===== config.mk =====
export PLATFORM = sky130hd
export DESIGN_NAME = rtc_shift_cal
export DESIGN_NICKNAME = d
export VERILOG_FILES = /design/src/rtc_shift_cal.v
export VERILOG_INCLUDE_DIRS = /design/src
export SDC_FILE = /design/constraint.sdc
export NUM_CORES = 1
export LEC_CHECK = 0
export BUFFER_PORTS_ARGS = -buffer_cell sky130_fd_sc_hd__buf_4
export CELL_PAD_IN_SITES_DETAIL_PLACEMENT = 1
export CELL_PAD_IN_SITES_GLOBAL_PLACEMENT = 1
export CORE_ASPECT_RATIO = 1.75
export CORE_MARGIN = 2
export CORE_UTILIZATION = 47
export DETAILED_ROUTE_END_ITERATION = 12
export PLACE_DENSITY_LB_ADDON = 0.1
export SETUP_SLACK_MARGIN = 0.15
export SLEW_MARGIN = 20
export SYNTH_ARGS = -nofsm -noshare
export SYNTH_HDL_FRONTEND = slang
export SYNTH_SLANG_ARGS = --single-unit

===== constraint.sdc =====
create_clock -name clock_i -period 15.9 [get_ports clock_i]
set_clock_uncertainty 0.2 [all_clocks]
set_input_delay 0 -clock clock_i [delete_from_list [all_inputs] [get_ports clock_i]]
set_output_delay 0 -clock clock_i [all_outputs]
set_load 0.05 [all_outputs]

===== src/rtc_shift_cal_map.vh =====
// Register map, field positions and reset values of the sub-second, shift and calibration block
`ifndef RTC_SHIFT_CAL_MAP_VH
`define RTC_SHIFT_CAL_MAP_VH

// ---------------------------------------------------------------
// Register byte offsets
// ---------------------------------------------------------------
`define OFS_PROTECTION_KEY     8'h24
`define OFS_SUBSECOND_VALUE    8'h28
`define OFS_SHIFT_CONTROL      8'h2C
`define OFS_STAMP_TIME         8'h30
`define OFS_STAMP_DATE         8'h34
`define OFS_STAMP_SUBSECOND    8'h38
`define OFS_SMOOTH_CALIBRATION 8'h3C
`define OFS_BLOCK_STATUS       8'h60
`define OFS_BLOCK_CONTROL      8'h64

// ---------------------------------------------------------------
// Field positions
// ---------------------------------------------------------------
`define BIT_ADD_ONE_SECOND     31
`define BIT_PULSE_INSERT       15
`define BIT_CYCLE_8S           14
`define BIT_CYCLE_16S          13
`define BIT_ST_SHIFT_PENDING   0
`define BIT_ST_SYNCED          1
`define BIT_ST_TIMESTAMP       2
`define BIT_ST_UNLOCKED        3
`define BIT_CT_SHADOW_BYPASS   0
`define MASK_STAMP_TIME        32'h007F_7F7F
`define MASK_STAMP_DATE        32'h0000_FF3F

// ---------------------------------------------------------------
// Reset values and key codes (key codes are arbitrary)
// ---------------------------------------------------------------
`define RST_WORD               32'h0000_0000
`define RST_CALIBRATION_MINUS               9'h000
`define KEY_FIRST              8'hA5
`define KEY_SECOND             8'h5A
`define ASYNC_DIV_DEFAULT      7'h7F

`endif


===== src/rtc_shift_cal.v =====
// Sub-second readout, atomic shift, timestamp capture and smooth calibration with an AHB-Lite slave
`include "rtc_shift_cal_map.vh"

module rtc_shift_cal #(
    parameter ASYNC_DIV = `ASYNC_DIV_DEFAULT
) (
    // Clock and resets
    input  wire        clock_i,
    input  wire        rst_n_i,
    input  wire        sys_rst_n_i,
    // AHB-Lite slave
    input  wire        hsel_i,
    input  wire [11:0] haddr_i,
    input  wire [1:0]  htrans_i,
    input  wire        hwrite_i,
    input  wire [2:0]  hsize_i,
    input  wire [31:0] hwdata_i,
    input  wire        hready_i,
    output reg  [31:0] hrdata_o,
    output wire        hreadyout_o,
    output wire        hresp_o,
    // Calendar side
    input  wire [14:0] prescaler_sync_factor_i,
    input  wire [31:0] calendar_time_i,
    input  wire [31:0] calendar_date_i,
    input  wire        stamp_event_i,
    output reg         second_tick_o
);

    // ---------------------------------------------------------------
    // Local states and declarations
    // ---------------------------------------------------------------
    localparam [1:0] LOCKED = 2'd0;
    localparam [1:0] HALF   = 2'd1;
    localparam [1:0] OPEN   = 2'd2;
    reg        rst_q1;
    reg        rst_n;
    reg        sys_q1;
    reg        sys_q2;
    reg        ev_q1;
    reg        ev_q2;
    reg        ev_q3;
    reg [1:0]  lock;
    reg [1:0]  next_lock;
    reg        dp_wr;
    reg [7:0]  dp_addr;
    reg        shift_pending_flag;
    reg        add_one_second;
    reg [14:0] fraction_subtract;
    reg        registers_synced_flag;
    reg        shadow_bypass;
    reg [15:0] ss_count;
    reg [15:0] ss_shadow;
    reg [6:0]  async_count;
    reg [19:0] cal_count;
    reg        pulse_insert_enable;
    reg        cycle_8s_select;
    reg        cycle_16s_select;
    reg [8:0]  calibration_minus_raw;
    reg        timestamp_flag;
    reg [31:0] stamp_time;
    reg [31:0] stamp_date;
    reg [15:0] stamp_subsecond;
    wire        addr_valid;
    wire        unlocked;
    wire        wr_key;
    wire        wr_shift;
    wire        wr_cal;
    wire        wr_status;
    wire        wr_ctrl;
    wire        shift_accept;
    wire        stamp_event;
    wire [8:0]  calibration_minus;
    wire        slot_start;
    wire        mask_pulse;
    wire        insert_pulse;
    wire [7:0]  async_sum;
    wire        apre_tick;
    wire        apply_shift;
    wire [15:0] subsecond_view;
    wire [31:0] read_word;

    // ---------------------------------------------------------------
    // Helper functions
    // ---------------------------------------------------------------
    // Register hit on a word offset
    function hit;
        input [7:0] addr;
        input [7:0] ofs;
        begin
            hit = (addr[7:2] == ofs[7:2]);
        end
    endfunction

    // Slot is among the first n slots of the 2^20 window, first n/4 of 2^18 in 8 s mode, first n/2 of 2^19 in 16 s mode
    function slot_masked;
        input [19:0] cnt;
        input [8:0]  n;
        input        w8;
        input        w16;
        begin
            if (w8) begin
                slot_masked = ({2'b00, cnt[17:11]} < {2'b00, n[8:2]});
            end else if (w16) begin
                slot_masked = ({1'b0, cnt[18:11]} < {1'b0, n[8:1]});
            end else begin
                slot_masked = (cnt[19:11] < n);
            end
        end
    endfunction

    // ---------------------------------------------------------------
    // Reset and pin synchronisers
    // ---------------------------------------------------------------
    // Backup-domain reset release
    always @(posedge clock_i or negedge rst_n_i) begin
        if (!rst_n_i) begin
            rst_q1 <= 1'b0;
            rst_n  <= 1'b0;
        end else begin
            rst_q1 <= 1'b1;
            rst_n  <= rst_q1;
        end
    end

    // System reset and timestamp pin synchronisers
    always @(posedge clock_i or negedge rst_n) begin
        if (!rst_n) begin
            sys_q1 <= 1'b0;
            sys_q2 <= 1'b0;
            ev_q1  <= 1'b0;
            ev_q2  <= 1'b0;
            ev_q3  <= 1'b0;
        end else begin
            sys_q1 <= sys_rst_n_i;
            sys_q2 <= sys_q1;
            ev_q1  <= stamp_event_i;
            ev_q2  <= ev_q1;
            ev_q3  <= ev_q2;
        end
    end

    assign stamp_event = ev_q2 & ~ev_q3;
    // ---------------------------------------------------------------
    // AHB-Lite slave
    // ---------------------------------------------------------------
    assign hreadyout_o = 1'b1;
    assign hresp_o     = 1'b0;
    assign addr_valid  = hsel_i & htrans_i[1] & hready_i;
    // Address phase capture and registered read data
    always @(posedge clock_i or negedge rst_n) begin
        if (!rst_n) begin
            dp_wr    <= 1'b0;
            dp_addr  <= 8'h00;
            hrdata_o <= `RST_WORD;
        end else begin
            dp_wr    <= addr_valid & hwrite_i;
            dp_addr  <= haddr_i[7:0];
            if (addr_valid & ~hwrite_i) begin
                hrdata_o <= read_word;
            end else begin
                hrdata_o <= `RST_WORD;
            end
        end
    end

    assign wr_key    = dp_wr & hit(dp_addr, `OFS_PROTECTION_KEY);
    assign wr_shift  = dp_wr & hit(dp_addr, `OFS_SHIFT_CONTROL);
    assign wr_cal    = dp_wr & hit(dp_addr, `OFS_SMOOTH_CALIBRATION);
    assign wr_status = dp_wr & hit(dp_addr, `OFS_BLOCK_STATUS);
    assign wr_ctrl   = dp_wr & hit(dp_addr, `OFS_BLOCK_CONTROL);
    assign unlocked  = (lock == OPEN);
    // Read multiplexer, key and shift fields read zero
    // key reads zero
    assign read_word =
        hit(haddr_i[7:0], `OFS_SUBSECOND_VALUE)    ? {16'h0000, subsecond_view} :
        hit(haddr_i[7:0], `OFS_STAMP_TIME)         ? stamp_time :
        hit(haddr_i[7:0], `OFS_STAMP_DATE)         ? stamp_date :
        hit(haddr_i[7:0], `OFS_STAMP_SUBSECOND)    ? {16'h0000, stamp_subsecond} :
        hit(haddr_i[7:0], `OFS_SMOOTH_CALIBRATION) ? {16'h0000, pulse_insert_enable,
                                                      cycle_8s_select, cycle_16s_select,
                                                      4'h0, calibration_minus} :
        hit(haddr_i[7:0], `OFS_BLOCK_STATUS)       ? {28'h000_0000, unlocked, timestamp_flag,
                                                      registers_synced_flag,
                                                      shift_pending_flag} :
        hit(haddr_i[7:0], `OFS_BLOCK_CONTROL)      ? {31'h0000_0000, shadow_bypass} :
        `RST_WORD;

    // ---------------------------------------------------------------
    // Write protection
    // ---------------------------------------------------------------
    // key sequence unlock
    always @* begin
        next_lock = lock;
        if (wr_key) begin
            case (lock)
                LOCKED: next_lock = (hwdata_i[7:0] == `KEY_FIRST) ? HALF : LOCKED;
                HALF:   next_lock = (hwdata_i[7:0] == `KEY_SECOND) ? OPEN : LOCKED;
                OPEN:   next_lock = LOCKED;
                default: next_lock = LOCKED;
            endcase
        end
    end

    // Protection state, wrong key relocks
    always @(posedge clock_i or negedge rst_n) begin
        if (!rst_n) begin
            lock <= LOCKED;
        end else begin
            lock <= next_lock;
        end
    end

    // ---------------------------------------------------------------
    // Shift control
    // ---------------------------------------------------------------
    // ignore while pending
    assign shift_accept = wr_shift & unlocked & ~shift_pending_flag;
    assign apply_shift  = shift_pending_flag & ~apre_tick;
    // Pending flag, latched shift request and synced flag
    always @(posedge clock_i or negedge rst_n) begin
        if (!rst_n) begin
            shift_pending_flag    <= 1'b0;
            add_one_second        <= 1'b0;
            fraction_subtract     <= 15'h0000;
            registers_synced_flag <= 1'b0;
        end else begin
            if (shift_accept) begin
                shift_pending_flag <= 1'b1;
                add_one_second     <= hwdata_i[`BIT_ADD_ONE_SECOND];
                fraction_subtract  <= hwdata_i[14:0];
            end else if (apply_shift) begin
                shift_pending_flag <= 1'b0;
            end
            registers_synced_flag <= ~shift_accept & ~shift_pending_flag;
        end
    end

    // ---------------------------------------------------------------
    // Smooth calibration
    // ---------------------------------------------------------------
    // Calibration register, protected
    always @(posedge clock_i or negedge rst_n) begin
        if (!rst_n) begin
            pulse_insert_enable <= 1'b0;
            cycle_8s_select     <= 1'b0;
            cycle_16s_select    <= 1'b0;
            calibration_minus_raw            <= `RST_CALIBRATION_MINUS;
        end else if (wr_cal & unlocked) begin
            pulse_insert_enable <= hwdata_i[`BIT_PULSE_INSERT];
            cycle_8s_select     <= hwdata_i[`BIT_CYCLE_8S];
            cycle_16s_select    <= hwdata_i[`BIT_CYCLE_16S];
            calibration_minus_raw            <= hwdata_i[8:0];
        end
    end

    assign calibration_minus = {calibration_minus_raw[8:2],
                                calibration_minus_raw[1] & ~cycle_8s_select,
                                calibration_minus_raw[0] & ~cycle_8s_select & ~cycle_16s_select};
    // Kernel pulse window counter
    always @(posedge clock_i or negedge rst_n) begin
        if (!rst_n) begin
            cal_count <= 20'h0_0000;
        end else begin
            cal_count <= cal_count + 20'h0_0001;
        end
    end

    assign slot_start   = (cal_count[10:0] == 11'h000);
    assign mask_pulse   = slot_start & slot_masked(cal_count, calibration_minus,
                                                   cycle_8s_select, cycle_16s_select);
    assign insert_pulse = slot_start & pulse_insert_enable;
    // Asynchronous prescaler step: 0, 1 or 3 kernel pulses
    assign async_sum = {1'b0, async_count} + {6'h00, insert_pulse & ~mask_pulse,
                                              ~(mask_pulse & ~insert_pulse)};
    assign apre_tick = (async_sum > {1'b0, ASYNC_DIV[6:0]});
    always @(posedge clock_i or negedge rst_n) begin
        if (!rst_n) begin
            async_count <= 7'h00;
        end else if (apre_tick) begin
            async_count <= async_sum[6:0] - ASYNC_DIV[6:0] - 7'h01;
        end else begin
            async_count <= async_sum[6:0];
        end
    end

    // ---------------------------------------------------------------
    // Synchronous prescaler and sub-second view
    // ---------------------------------------------------------------
    // Down counter, reload and shift apply
    always @(posedge clock_i or negedge rst_n) begin
        if (!rst_n) begin
            ss_count      <= 16'h0000;
            second_tick_o <= 1'b0;
        end else begin
            second_tick_o <= 1'b0;
            if (apre_tick) begin
                if (ss_count == 16'h0000) begin
                    ss_count      <= {1'b0, prescaler_sync_factor_i};
                    second_tick_o <= 1'b1;
                end else begin
                    ss_count <= ss_count - 16'h0001;
                end
            end else if (apply_shift) begin
                ss_count      <= ss_count + {1'b0, fraction_subtract};
                second_tick_o <= add_one_second;
            end
        end
    end

    // Shadow copy, system reset clears it unless bypassed
    always @(posedge clock_i or negedge rst_n) begin
        if (!rst_n) begin
            ss_shadow <= 16'h0000;
        end else if (~sys_q2 & ~shadow_bypass) begin
            ss_shadow <= 16'h0000;
        end else if (sys_q2) begin
            ss_shadow <= ss_count;
        end
    end

    assign subsecond_view = shadow_bypass ? ss_count : ss_shadow;
    // Shadow bypass control, backup domain
    always @(posedge clock_i or negedge rst_n) begin
        if (!rst_n) begin
            shadow_bypass <= 1'b0;
        end else if (wr_ctrl) begin
            shadow_bypass <= hwdata_i[`BIT_CT_SHADOW_BYPASS];
        end
    end

    // ---------------------------------------------------------------
    // Timestamp capture
    // ---------------------------------------------------------------
    // First event wins, set beats clear
    always @(posedge clock_i or negedge rst_n) begin
        if (!rst_n) begin
            timestamp_flag  <= 1'b0;
            stamp_time      <= `RST_WORD;
            stamp_date      <= `RST_WORD;
            stamp_subsecond <= 16'h0000;
        end else if (stamp_event & ~timestamp_flag) begin
            timestamp_flag  <= 1'b1;
            stamp_time      <= calendar_time_i & `MASK_STAMP_TIME;
            stamp_date      <= calendar_date_i & `MASK_STAMP_DATE;
            stamp_subsecond <= ss_count;
        end else if (wr_status & hwdata_i[`BIT_ST_TIMESTAMP] & ~stamp_event) begin
            timestamp_flag  <= 1'b0;
            stamp_time      <= `RST_WORD;
            stamp_date      <= `RST_WORD;
            stamp_subsecond <= 16'h0000;
        end
    end

endmodule


==> impl_metrics.json <==
{
  "status": "finished, final reports clean",
  "clk_path_buf_depth": 2,
  "grt_max_degree": 88,
  "syn-instance-count": 866,
  "grt_usage_pct": 27.2,
  "pin_count": 170,
  "min_path_type": "reg -> async",
  "routedWlPerCell_um": 21.6,
  "slew_headroom_pct": 35.7,
  "cellPowerDensity_nw_per_um2": 94.0,
  "drc_errors": 0,
  "fmax_mhz": 196,
  "final.period_utilization_pct": 32.1,
  "ys_types": 65,
  "place_congestion": 0.839,
  "path_delay_family": "simple AND/OR/NAND/NOR gates",
  "synth_top_family_by_area": "compound AO/OA/AOI/OAI gates",
  "ctsHoldBuffers": 80,
  "ant_nets": 0,
  "drv_cap": 0,
  "synth-simple-area-share_pct": 13.3,
  "h-tree-depth": 4,
  "setup-tns-final_ps": 0,
  "rsz0062_at_grt": "no",
  "drt_iter0_drc": 471,
  "synth.top_cell.area_share_pct": 48.9,
  "grt_pass1_vias": 8268,
  "hpwl_mm": 19.3,
  "crit_type": "reg -> reg",
  "yosys.area.top_type": "dfrtp_1",
  "drive_gt1_share_pct": 20.1,
  "cp.arrival_ps": 5190,
  "yosys.area_share.xor_xnor_pct": 3.85,
  "path_buf_inv": 0,
  "final_core_util_pct": 59.7,
  "synth-compound-area-share_pct": 16.5,
  "first_pass_iters": 4,
  "nets": 1208,
  "portBuffers": 104,
  "clkSlewWorstSetupHoldPaths_ps": 70,
  "startpoint_type": "register",
  "vdd_drop_max_uv": 102,
  "die_x_um": 110,
  "die_h_um": 190,
  "drv_slew": 0,
  "rows": 68,
  "synth.mux.area_fraction_pct": 7.21,
  "netlist_area_um2": 9320,
  "syn2layout_area_growth_pct": 25.4,
  "grt.overflow.total": 0,
  "fillers": 2039,
  "diodes": 0,
  "cts_resized": 0,
  "yosys-top-cells-count": "182 x dfrtp_1, 64 x a22o_1, 58 x nand2_1, 50 x nor2_1",
  "synth_adder_area_share_pct": 6.07,
  "synth_ff_type": "dfrtp_1",
  "cts_setup_buffers": 0,
  "grt_pass1_wl_mm": 45.3,
  "synth-seq-cells": 182,
  "vias": 7471,
  "slowest_stage": "and3_1",
  "synth_edf_count": 0,
  "clk_latency_ps": 440,
  "cp-end-kind": "register",
  "hold_violations": 0,
  "antenna_found_initial": 0,
  "cts_tree": "built",
  "vias_per_cell": 5.80,
  "cts_buffers": 17,
  "yosysMostFrequentCell": "dfrtp_1",
  "initial_core_util_pct": 47.6,
  "coreArea_um2": 19600,
  "ys_seq_area_share_pct": 48.9,
  "wl_mm": 27.8,
  "p_leak_nw": 5.48,
  "yosysWarnings": 0,
  "crit_fanout": 24,
  "period_minus_slack_ps": 5100,
  "synth.avg_cell_area_um2": 10.8,
  "worst_pin_slew_ps": 961,
  "cts.sink_count": 182,
  "path_cells": "or4b_2 -> a21o_1 -> a2111oi_0 -> o211ai_1 -> nand3_1 -> a21oi_1 -> ha_1 -> a21o_1 -> and3_1 -> nand4_1 -> a21boi_2 -> and3_1 -> or4_1",
  "cp.required_ps": 15990,
  "cpPeakStageDelay_ps": 730,
  "ys_top_cells_by_area": "dfrtp_1 49%, a22o_1 6.0%, ha_1 5.6%, mux2_2 5.4%, xnor2_1 2.4%",
  "synthArstFlopShare_pct": 100,
  "dieArea_um2": 21000,
  "cts.root.buffer_cell": "clkbuf_16",
  "setup-violations-final": 0
}
==> placed cells by master, fill, tap and decap left out, drive strengths merged, types with 16 or more instances in the layout <==
| cell | instances |
|---|---|
| dfrtp | 182 |
| buf | 112 |
| dlygate4sd3 | 80 |
| a22o | 67 |
| nand2 | 58 |
| nor2 | 50 |
| o21ai | 45 |
| mux2 | 45 |
| ha | 42 |
| a21oi | 35 |
| inv | 28 |
| xnor2 | 26 |
| clkbuf | 22 |
| nor3 | 20 |
| nand2b | 16 |
==> where the power goes <==
part           total, mW  leakage (nW)  switching (mW)  internal [mW]
combinational      0.133          2.95          0.0629         0.0697
sequential         0.519          2.24          0.0264          0.492
clock              0.447         0.293           0.186          0.261
total               1.10          5.48           0.275          0.823
==> cells by family (layout without fill, tap and decap cells) <==
logic type / after synthesis / count (layout)
AND/OR/NAND/NOR: 237 / 237
AO/OA/AOI/OAI: 217 / 217
flip-flops: 182 / 182
buffers and inverters: 84 / 250
multiplexers: 59 / 59
adder cells (fa/ha/maj): 44 / 44
XOR/XNOR: 41 / 41
other: 2 / 12
==> state kept, by name, indices dropped and copies added, names as in the netlist, 2 cells and up <==
register               cells
async_count                7
fraction_subtract         15
stamp_time                21
calibration_minus_raw      9
cal_count                 20
dp_addr                    6
ss_count                  16
ss_shadow                 16
stamp_subsecond           16
hrdata_o                  23
stamp_date                14
lock                       2
==> layer usage <==
metal	wire length [um]	part of all wire (%)	global-route usage, %	vias up
li1	-	-	-	3452
met1	11000	40	31.6	3819
met2	15400	55	51.4	160
met3	663	2.4	3.53	40
met4	704	2.5	9.13	0
met5	0	0	0	-
==> per-stage QoR <==
stage	cell area, um^2	worst slack (ps)	hold WS [ps]	power, mW	std cells
detailed placement	10300	10840	-414	0.640	1175
finish	11700	10800	23.6	1.10	1287
CTS	11700	10780	9.12	1.10	1287
global placement	10200	10860	-418	0.634	1174
floorplan	9360	10250	-496	0.597	876
global route	11700	10560	20.1	1.14	1287
==> final timing paths <==
path / slack (ps) / cells past startpoint / from / to
max: 10800 / 13 / cycle_8s_select$_DFFE_PN0P_ / ss_count[15]$_DFFE_PN0P_
max in group asynchronous: 13480 / 2 / rst_n$_DFF_PN0_ / fraction_subtract[0]$_DFFE_PN0P_
min: 20 / 0 / rst_n$_DFF_PN0_ / cal_count[1]$_DFF_PN0_
min in group clock_i: 30 / 2 / haddr_i[5] / dp_addr[5]$_DFF_PN0_
max reg2reg: 10800 / 13 / cycle_8s_select$_DFFE_PN0P_ / ss_count[15]$_DFFE_PN0P_
min reg2reg: 20 / 0 / rst_n$_DFF_PN0_ / cal_count[1]$_DFF_PN0_
==> cell type report <==
type	count	area (um^2)	share of cell area (%)
Clock buffer	22	474	4.06
Tap cell	245	307	2.62
Timing Repair Buffer	192	1660	14.2
Sequential cell	182	4560	39.0
Clock inverter	10	144	1.23
Multi-Input combinational cell	610	4450	38.1
Inverter	26	97.6	0.835
No activity file was read; power rests on OpenSTA's default activity.
